**config.mk**
```make
export PLATFORM = sky130hd
export DESIGN_NAME = slave_id_address_regs
export DESIGN_NICKNAME = d
export VERILOG_FILES = /design/src/verilog/feature_word.v /design/src/verilog/addr_match.v /design/src/verilog/slave_id_address_regs.v
export VERILOG_INCLUDE_DIRS = /design/src /design/src/include
export SDC_FILE = /design/constraint.sdc
export NUM_CORES = 1
export LEC_CHECK = 0
export ABC_AREA = 1
export ABC_CLOCK_PERIOD_IN_PS = 2100
export BUFFER_PORTS_ARGS = -buffer_cell sky130_fd_sc_hd__buf_4
export CAP_MARGIN = 10
export CORE_MARGIN = 2
export CORE_UTILIZATION = 47
export CTS_CLUSTER_SIZE = 16
export DETAILED_ROUTE_END_ITERATION = 10
export PLACE_DENSITY = 0.87
export SLEW_MARGIN = 0
export SYNTH_ARGS = -nofsm -noshare
export SYNTH_HDL_FRONTEND = slang
export SYNTH_SLANG_ARGS = --single-unit
```
**constraint.sdc**
```tcl
create_clock -name clk -period 2.1 [get_ports clk]
set_input_delay 0.525 -clock clk [delete_from_list [all_inputs] [get_ports clk]]
set_output_delay 0.525 -clock clk [all_outputs]
set_load 0.02 [all_outputs]
```
**src/include/slave_id_defines.vh**
```
// Register offsets, field positions and reset values for the identity bank
// How it works
// - Sixteen-bit feature word is read-only on both ports; bit 0 mapping granularity.
// - Feature bit 1 set means unused register access is not supported.
// - Bit 2 reports time unit present; bit 3 gives 32 or 64 bit width.
// - Bits 4 to 6 report low-jitter link and enhanced link detection capabilities.
// - Bit 7 reports separate counting of bad-FCS frames with an extra nibble.
// - Bit 8 reports enhanced synchronization signal activation is implemented.
// - Bit 9 is inverted: zero means logical read-write command is supported.
// - Bit 10 zero means broadcast, auto-increment and fixed read-write are supported.
// - Bit 11 one means fixed mapping configuration; bits 15:14 read zero.
// - Station address resets to zero, network writable, port read-only, used for matching.
// - Alias is port writable, network read-only, matched only when control bit 24 set.
// - Alias reads zero until first EEPROM load, then word 4; reloads ignored.
// - Under protection, a write enable earlier in the frame unlocks further register writes.
// - Write enable clears at next frame start or when protection is disabled.
// - Protection bit 0 at 0x0021 guards 0x0000 to 0x0F7F except enables.
`ifndef SLAVE_ID_DEFINES_VH
`define SLAVE_ID_DEFINES_VH
`define ADDR_W 16
`define OFF_FEATURE_LO 16'h0008
`define OFF_FEATURE_HI 16'h0009
`define OFF_STADDR_LO 16'h0010
`define OFF_STADDR_HI 16'h0011
`define OFF_ALIAS_LO 16'h0012
`define OFF_ALIAS_HI 16'h0013
`define OFF_WR_ENABLE 16'h0020
`define OFF_WR_PROTECT 16'h0021
`define OFF_DEV_WR_ENABLE 16'h0030
`define PROT_LAST 16'h0F7F
`define BIT_PROTECT_EN 0
`define BIT_WR_ENABLE 0
`define BIT_ALIAS_ACTIVE 24
`define ALIAS_EEPROM_WORD 8'h04
`define FEAT_RESERVED_MASK 16'hC000
`define STADDR_RESET 16'h0000
`define ALIAS_RESET 16'h0000
`define BYTE_ZERO 8'h00
`define FEAT_BIT_GRAN 0
`define FEAT_BIT_UNUSED 1
`define FEAT_BIT_TIME 2
`define FEAT_BIT_TIME64 3
`define FEAT_BIT_LOWJIT 4
`define FEAT_BIT_LINKDET 5
`define FEAT_BIT_MIIDET 6
`define FEAT_BIT_FCS 7
`define FEAT_BIT_SYNC 8
`define FEAT_BIT_LOGIC_RW 9
`define FEAT_BIT_RW 10
`define FEAT_BIT_FIXED 11
`endif

```
**src/verilog/feature_word.v**
```verilog
// Constant feature capability word assembled from parameters
`timescale 1ns/1ns
`default_nettype none
`include "slave_id_defines.vh"
module feature_word
#(
   parameter [0:0] byte_granular = 1'b0,
   parameter [0:0] unused_access_refused = 1'b0,
   parameter [0:0] time_unit_present = 1'b1,
   parameter [0:0] time_unit_64bit = 1'b0,
   parameter [0:0] low_jitter_link = 1'b0,
   parameter [0:0] link_detect_low_voltage = 1'b0,
   parameter [0:0] link_detect_mii = 1'b0,
   parameter [0:0] fcs_separate = 1'b0,
   parameter [0:0] sync_activation = 1'b0,
   parameter [0:0] logical_rw_unsupported = 1'b0,
   parameter [0:0] rw_cmds_unsupported = 1'b0,
   parameter [0:0] fixed_mapping = 1'b0,
   parameter [1:0] bits_13_12 = 2'b00
)
(
   output wire [15:0] feature
);
   assign feature[`FEAT_BIT_GRAN] = byte_granular;
   assign feature[`FEAT_BIT_UNUSED] = unused_access_refused;
   assign feature[`FEAT_BIT_TIME] = time_unit_present;
   assign feature[`FEAT_BIT_TIME64] = time_unit_64bit;
   assign feature[`FEAT_BIT_LOWJIT] = low_jitter_link;
   assign feature[`FEAT_BIT_LINKDET] = link_detect_low_voltage;
   assign feature[`FEAT_BIT_MIIDET] = link_detect_mii;
   assign feature[`FEAT_BIT_FCS] = fcs_separate;
   assign feature[`FEAT_BIT_SYNC] = sync_activation;
   assign feature[`FEAT_BIT_LOGIC_RW] = logical_rw_unsupported;
   assign feature[`FEAT_BIT_RW] = rw_cmds_unsupported;
   assign feature[`FEAT_BIT_FIXED] = fixed_mapping;
   assign feature[13:12] = bits_13_12;
   assign feature[15:14] = 2'b00;
endmodule
`default_nettype wire

```
**src/verilog/addr_match.v**
```verilog
// Fixed-address match against station address or alias
`timescale 1ns/1ns
`default_nettype none
`include "slave_id_defines.vh"
module addr_match
(
   input wire [15:0] frame_addr,
   input wire [15:0] station_addr,
   input wire [15:0] station_alias,
   input wire alias_active,
   output wire hit
);
   assign hit = (frame_addr == station_addr) ||
      (alias_active && (frame_addr == station_alias));
endmodule
`default_nettype wire

```
**src/verilog/slave_id_address_regs.v**
```verilog
// Identity, station address, alias and write enable register bank
`timescale 1ns/1ns
`default_nettype none
`include "slave_id_defines.vh"
module slave_id_address_regs
#(
   parameter [0:0] byte_granular = 1'b0,
   parameter [0:0] unused_access_refused = 1'b0,
   parameter [0:0] time_unit_present = 1'b1,
   parameter [0:0] time_unit_64bit = 1'b0,
   parameter [0:0] low_jitter_link = 1'b0,
   parameter [0:0] link_detect_low_voltage = 1'b0,
   parameter [0:0] link_detect_mii = 1'b0,
   parameter [0:0] fcs_separate = 1'b0,
   parameter [0:0] sync_activation = 1'b0,
   parameter [0:0] logical_rw_unsupported = 1'b0,
   parameter [0:0] rw_cmds_unsupported = 1'b0,
   parameter [0:0] fixed_mapping = 1'b0
)
(
   input wire clk,
   input wire rst_b,
   input wire frame_start,
   input wire [15:0] net_addr,
   input wire net_wr,
   input wire [7:0] net_wdata,
   input wire net_rd,
   output reg [7:0] net_rdata,
   output wire net_wr_refused,
   input wire [15:0] port_addr,
   input wire port_wr,
   input wire [7:0] port_wdata,
   input wire port_rd,
   output reg [7:0] port_rdata,
   input wire protect_en,
   input wire [31:0] link_control,
   input wire eeprom_load_done,
   input wire [7:0] eeprom_word_index,
   input wire [15:0] eeprom_word,
   input wire [15:0] fixed_cmd_addr,
   output wire fixed_addr_hit,
   output wire [15:0] station_address,
   output wire [15:0] station_alias,
   output wire write_enable
);
   wire [15:0] feature;
   reg [15:0] staddr_reg;
   reg [15:0] alias_reg;
   reg alias_loaded_reg;
   reg wr_en_reg;
   reg [7:0] net_rdata_next;
   reg [7:0] port_rdata_next;
   wire net_prot_area;
   wire net_is_enable;
   wire net_wr_ok;

   feature_word
   #(
      .byte_granular(byte_granular),
      .unused_access_refused(unused_access_refused),
      .time_unit_present(time_unit_present),
      .time_unit_64bit(time_unit_64bit),
      .low_jitter_link(low_jitter_link),
      .link_detect_low_voltage(link_detect_low_voltage),
      .link_detect_mii(link_detect_mii),
      .fcs_separate(fcs_separate),
      .sync_activation(sync_activation),
      .logical_rw_unsupported(logical_rw_unsupported),
      .rw_cmds_unsupported(rw_cmds_unsupported),
      .fixed_mapping(fixed_mapping),
      .bits_13_12(2'b00)
   )
   u_feature
   (
      .feature(feature)
   );

   addr_match u_match
   (
      .frame_addr(fixed_cmd_addr),
      .station_addr(staddr_reg),
      .station_alias(alias_reg),
      .alias_active(link_control[`BIT_ALIAS_ACTIVE]),
      .hit(fixed_addr_hit)
   );

   // Shared readback, used by both ports
   function [7:0] read_byte;
      input [15:0] a;
      input [15:0] feat;
      input [15:0] sa;
      input [15:0] al;
      input we;
      input pe;
      begin
         if (a == `OFF_FEATURE_LO)
            read_byte = feat[7:0];
         else if (a == `OFF_FEATURE_HI)
            read_byte = feat[15:8];
         else if (a == `OFF_STADDR_LO)
            read_byte = sa[7:0];
         else if (a == `OFF_STADDR_HI)
            read_byte = sa[15:8];
         else if (a == `OFF_ALIAS_LO)
            read_byte = al[7:0];
         else if (a == `OFF_ALIAS_HI)
            read_byte = al[15:8];
         else if (a == `OFF_WR_ENABLE)
            read_byte = {7'b000_0000, we};
         else if (a == `OFF_WR_PROTECT)
            read_byte = {7'b000_0000, pe};
         else
            read_byte = `BYTE_ZERO;
      end
   endfunction

   assign net_prot_area = (net_addr <= `PROT_LAST);
   assign net_is_enable = (net_addr == `OFF_WR_ENABLE) ||
      (net_addr == `OFF_DEV_WR_ENABLE);
   assign net_wr_ok = !protect_en || wr_en_reg || !net_prot_area || net_is_enable;
   assign net_wr_refused = net_wr && !net_wr_ok;

   // Network-side writes
   always @(posedge clk)
   begin
      if (!rst_b)
      begin
         staddr_reg <= `STADDR_RESET;
      end
      else if (net_wr && net_wr_ok)
      begin
         if (net_addr == `OFF_STADDR_LO)
            staddr_reg[7:0] <= net_wdata;
         else if (net_addr == `OFF_STADDR_HI)
            staddr_reg[15:8] <= net_wdata;
      end
   end

   // Write enable flag; set wins over frame-start clear in the same cycle
   always @(posedge clk)
   begin
      if (!rst_b)
         wr_en_reg <= 1'b0;
      else if (!protect_en)
         wr_en_reg <= 1'b0;
      else if (net_wr && (net_addr == `OFF_WR_ENABLE))
         wr_en_reg <= 1'b1;
      else if (frame_start)
         wr_en_reg <= 1'b0;
   end

   // Alias: port writes and one-time EEPROM load
   always @(posedge clk)
   begin
      if (!rst_b)
      begin
         alias_reg <= `ALIAS_RESET;
         alias_loaded_reg <= 1'b0;
      end
      else
      begin
         if (port_wr && (port_addr == `OFF_ALIAS_LO))
            alias_reg[7:0] <= port_wdata;
         else if (port_wr && (port_addr == `OFF_ALIAS_HI))
            alias_reg[15:8] <= port_wdata;
         else if (eeprom_load_done && !alias_loaded_reg &&
            (eeprom_word_index == `ALIAS_EEPROM_WORD))
            alias_reg <= eeprom_word;
         if (eeprom_load_done)
            alias_loaded_reg <= 1'b1;
      end
   end

   // Registered read data, one cycle after the strobe
   always @*
   begin
      net_rdata_next = net_rdata;
      port_rdata_next = port_rdata;
      if (net_rd)
         net_rdata_next = read_byte(net_addr, feature, staddr_reg, alias_reg,
            wr_en_reg, protect_en);
      if (port_rd)
         port_rdata_next = read_byte(port_addr, feature, staddr_reg, alias_reg,
            wr_en_reg, protect_en);
   end

   always @(posedge clk)
   begin
      if (!rst_b)
      begin
         net_rdata <= `BYTE_ZERO;
         port_rdata <= `BYTE_ZERO;
      end
      else
      begin
         net_rdata <= net_rdata_next;
         port_rdata <= port_rdata_next;
      end
   end

   assign station_address = staddr_reg;
   assign station_alias = alias_reg;
   assign write_enable = wr_en_reg;
endmodule
`default_nettype wire

```
After elaboration in Yosys (flattened, before gate mapping)
Index checks and enable logic that the tools add are counted.
- RAM bits: 0
- input bits: 129
- memories kept: 0
- latch bits: 0
- bits in registers: 50
- word-level logic and storage cells: 79
- bits in read-only memories: 0
- output and inout port bits: 51
- div/mod/pow operators: 0
- add/subtract/negate cells: 0
- multiplexer cells: 22
- magnitude comparators: 1
- reduce and logical (&&, ||, !) cells: 25
- multipliers: 0
- eq/ne operators: 21
- bitwise logic cells: 2
- shift-type cells: 0
- operator list (operator ; count):
    equality test 16 x 5 -> 1 bit (second input constant) ; 8
    2-to-1 mux 8 bit ; 15
    equality test 16 x 6 -> 1 bit (second input constant) ; 5
    equality test 16 x 4 -> 1 bit (second input constant) ; 4
    equality test 16 bit ; 2
    <= comparator 16 x 12 -> 1 bit (second input constant) ; 1
    2-to-1 mux 16 bit ; 1
    equality test 8 x 3 -> 1 bit (second input constant) ; 1
    logical AND 1 bit ; 8
    AND reduction 2 bit ; 4
    2-to-1 mux 1 bit ; 6
    nonzero test 2 bit ; 3
    logical OR 1 bit ; 5
    logical NOT 1 bit ; 4
    AND reduction 3 bit ; 1
    != test 2 bit (second input constant) ; 1
    NOT 1 bit ; 2

Logic depth before layout (Yosys ltp)
- word-level depth: 9
- mapped depth: 11
- gate-level depth less buffers: 10

Modules after synthesis
A second synthesis with hierarchy kept.
- cell total of the unflattened synthesis: 666
- area, all modules: 3938.8 um^2
- by module, submodules not included (module ; cells an instance ; times used ; sequential area each (um^2) ; area an instance (um^2)):
    slave_id_address_regs ; 515 ; 1 ; 1001.0 ; 3236.9
    addr_match ; 133 ; 1 ; 0.0 ; 574.3
    feature_word ; 18 ; 1 ; 0.0 ; 127.6

Worst setup path after synthesis
OpenSTA, ideal clock, no wires.
- path type: input to output
- from: input port net_addr[12]
- to: output port net_wr_refused
- required time: 1.575 ns
- stages on the path: 5
- slack: 0.186 ns
- arrival time: 1.389 ns
- path through: nor2_1 > nand2_1 > nor3_1 > o211ai_2 > nor2_1
- word-level cells in the longest chain between the ends: 6
- ends and longest elaborated chain (item ; RTL line ; RTL):
    start: declaration ; slave_id_address_regs.v:24 ; input wire [15:0] net_addr,
    <= comparator 16 x 12 -> 1 bit (no line) ; - ;
    logical NOT 1 bit ; slave_id_address_regs.v:120 ; assign net_wr_ok = !protect_en || wr_en_reg || !net_prot_area || net_is_enable;
    logical OR 1 bit ; slave_id_address_regs.v:120 ;
    logical OR 1 bit * ; slave_id_address_regs.v:120 ;
    logical NOT 1 bit * ; slave_id_address_regs.v:121 ; assign net_wr_refused = net_wr && !net_wr_ok;
    logical AND 1 bit * ; slave_id_address_regs.v:121 ;
    end: declaration ; slave_id_address_regs.v:29 ; output wire net_wr_refused,
Every way passes the cells marked *; elsewhere a longest branch is shown, timed or not.

Worst setup path in the final report
- from: register alias_reg[11] (netlist: station_alias[11])
- to: output port fixed_addr_hit
- word-level cells in the longest chain between the ends: 3
- ends and longest elaborated chain (item ; RTL line ; RTL):
    start: declaration ; slave_id_address_regs.v:48 ; reg [15:0] alias_reg;
    start signal: assignment ; slave_id_address_regs.v:157 ; alias_reg <= `ALIAS_RESET;
    start signal: assignment ; slave_id_address_regs.v:165 ; alias_reg[15:8] <= port_wdata;
    start signal: assignment ; slave_id_address_regs.v:168 ; alias_reg <= eeprom_word;
    equality test 16 bit ; addr_match.v:14 ; (alias_active && (frame_addr == station_alias));
    logical AND 1 bit ; addr_match.v:14 ;
    logical OR 1 bit ; addr_match.v:13 ; assign hit = (frame_addr == station_addr) ||
    end: declaration ; slave_id_address_regs.v:41 ; output wire fixed_addr_hit,
No other way between the ends.

==> flow_metrics.env <==
export IMPL_synth_cell_types=40
export IMPL_antenna_found_initial=0
export IMPL_gr_total_overflow=0
export IMPL_cts_sinks=50
export IMPL_run_status="finished, final reports clean"
export IMPL_cp_start_kind="flip-flop"
export IMPL_ir_drop_v=0.000274
export IMPL_grt_usage_pct=30.2
export IMPL_clockBufferDepth=2
export IMPL_io_pins=180
export IMPL_clk_insertion_delay_late_ns=0.31
export IMPL_ys_ff_latch=50
export IMPL_path_common_cell="nand2_1"
export IMPL_utilization_pct=69.5
export IMPL_cellPowerDensity_nw_per_um2=367
export IMPL_ant_nets=0
export IMPL_drive_gt1_share_pct=32.6
export IMPL_dp_hpwl_um=10000
export IMPL_pre_cts_slack_ns=0.0298
export IMPL_dr_pass1_iters=6
export IMPL_final_max_slew_violation_count=0
export IMPL_final_common_cell="buf_4"
export IMPL_worst_slew_pin_transition_ns=0.458
export IMPL_cp_num_cells=7
export IMPL_routed_wl_um=12700
export IMPL_worstSetupPathType="flip-flop to output port"
export IMPL_hold_class="input pin to flip-flop"
export IMPL_fin_skew_ns=0.00264
export IMPL_setup_violations_final=0
export IMPL_routedWlPerCell_um=15.2
export IMPL_path_cells="inv_1 > nand2_1 > nand3_1 > nor4_2 > nand4_1 > nand2_1 > buf_4"
export IMPL_die_x_um=91.1
export IMPL_ctsHoldBuffers=0
export IMPL_cp_required_ns=1.57
export IMPL_slowest_stage="dfxtp_2"
export IMPL_grt_pass1_wl_um=20300
export IMPL_final_cell_mix="buf_4, nand2_1, nor2_1"
export IMPL_crit_family="simple AND/OR/NAND/NOR gates"
export IMPL_cts_buffers=5
export IMPL_relSlewSlack_pct=69.3
export IMPL_grt_util_met1_pct=36.9
export IMPL_final_hold_violation_count=0
export IMPL_initial_core_util_pct=48.9
export IMPL_grt_max_degree=28
export IMPL_r2r_cells=7
export IMPL_cap_violations=0
export IMPL_grtUsageMet2_pct=52.5
export IMPL_finalCriticalPeriod_ns=2.07
export IMPL_fin_nets=866
export IMPL_path_max_fanout=4
export IMPL_cts_root_buf="clkbuf_8"
export IMPL_cp_arrival_ns=1.54
export IMPL_critPathMaxStageDelay_ns=0.36
export IMPL_syn_inst=567
export IMPL_die_y_um=91.1
export IMPL_hold_depth=3
export IMPL_grt_pass1_vias=4334
export IMPL_htreeDepth=2
export IMPL_insertedDiodeCount=0
export IMPL_timing_fmax_mhz=484
export IMPL_core_area_um2=7290
export IMPL_leakagePower_nw=2.57
export IMPL_drt_initial_drc_count=380
export IMPL_gp_congestion=0.967
export IMPL_cts_tree="yes"
export IMPL_synth_area_per_cell_um2=6.29
export IMPL_drcViolationCount=0
export IMPL_syn_nets=696
export IMPL_holdWs_ns=0.430
export IMPL_port_buffers=148
export IMPL_detail_route_vias_per_cell=5.46
export IMPL_die_area_um2=8310
export IMPL_crit_buf_inv=2
export IMPL_clk_pin_slew_ns=0.09
export IMPL_syn_area_um2=3570
export IMPL_endpoint_kind="output port"
export IMPL_use_met3_pct=4.23
export IMPL_num_vias=4561
export IMPL_yosys_warnings=0
export IMPL_fp_row_count=31
export IMPL_fin_crit_sh_pct=98.4
export IMPL_seq_area_frac_synth_pct=28.1
export IMPL_syn2layout_area_growth_pct=42.0
export IMPL_fin_ws_ns=0.0326
export IMPL_grt_busiest_layer="met2"
final cells by class:
cell class                 instances  area (um2)
tap                               99         124
timing repair buffer             176        1320
sequential                        50        1020
inverter                          57         220
clock buffer                       5        68.8
fill                             660        2230
clock inverter                     2        15.0
multi-input combinational        447        2300
cells in the mapped netlist (all sizes together):
| cell | n | share of area, % |
|---|---|---|
| o21ai | 52 | 7.4 |
| and2 | 1 | 0.18 |
| nand3 | 22 | 4.5 |
| xnor2 | 5 | 1.2 |
| nand4 | 31 | 5.9 |
| nor4 | 7 | 1.2 |
| nor3 | 7 | 1.1 |
| a31oi | 1 | 0.18 |
| xor2 | 17 | 4.2 |
| o211ai | 1 | 0.35 |
| nand2 | 156 | 17 |
| dfxtp | 50 | 28 |
| o21bai | 1 | 0.21 |
| a21oi | 29 | 4.1 |
| clkbuf | 4 | 0.42 |
| nor2 | 108 | 14 |
| buf | 9 | 1.7 |
| inv | 55 | 5.8 |
| a221oi | 1 | 0.25 |
| clkinv | 2 | 0.39 |
| o22ai | 3 | 0.53 |
| or2 | 2 | 0.35 |
| nand3b | 2 | 0.77 |
| and3 | 1 | 0.18 |
power breakdown:
group	switching [W]	internal [W]	leakage, nW
Combinational	0.000168	0.000171	2.12
Clock	0.000343	0.000228	0.0362
Sequential	0.00000214	0.000948	0.409
repair_timing:
action                                  in CTS  in global routing
pin swaps                                    0                  3
resized for setup                            5                 14
endpoints found under the setup margin       1                  1
hold endpoints to repair                     0                  0
buffers inserted                             0                  1
kinds of logic after synthesis:
kind of cell	after synthesis	synth area share, %
AOI/OAI and AO/OA	88	13.0
and+or+nand+nor	337	45.3
DFF	50	28.1
buffers and inverters	70	8.27
xor gates and xnor gates	22	5.40
stage by stage:
stage	power (W)	cells	cell area (um2)	setup TNS [ns]
floorplan	0.00111	567	3570	0
global placement	0.00130	828	4930	0
detailed placement	0.00131	828	4930	0
CTS	0.00186	835	5030	0
global route	0.00194	836	5070	-0.0355
finish	0.00186	836	5070	0
final timing paths:
| path | start | to | slack (ns) |
|---|---|---|---|
| setup / recovery | station_alias[11]$_SDFFE_PN0P_ | fixed_addr_hit | 0.03 |
| hold / removal | eeprom_load_done | alias_loaded_reg$_SDFFE_PN0P_ | 0.43 |
| setup reg to reg | write_enable$_SDFFE_PN0P_ | station_address[14]$_SDFFE_PN0P_ | 0.72 |
| hold reg to reg | net_rdata[0]$_SDFFE_PN0P_ | net_rdata[0]$_SDFFE_PN0P_ | 0.47 |
routing by layer:
layer,up-vias,part of all wire [%]
met5,-,0
met4,0,3.9
met3,57,8.7
met2,250,48
met1,2066,40
li1,2188,-
worst register-to-register path, stage by stage, from the launching register on:
cell and delay, ns:
dfxtp_1 0.34, nor3_1 0.24, o211ai_2 0.14, buf_4 0.17, nand3_4 0.11, inv_2 0.10
nor2_1 0.12, nor2_1 0.06
No activity file was read; power rests on OpenSTA's default activity.
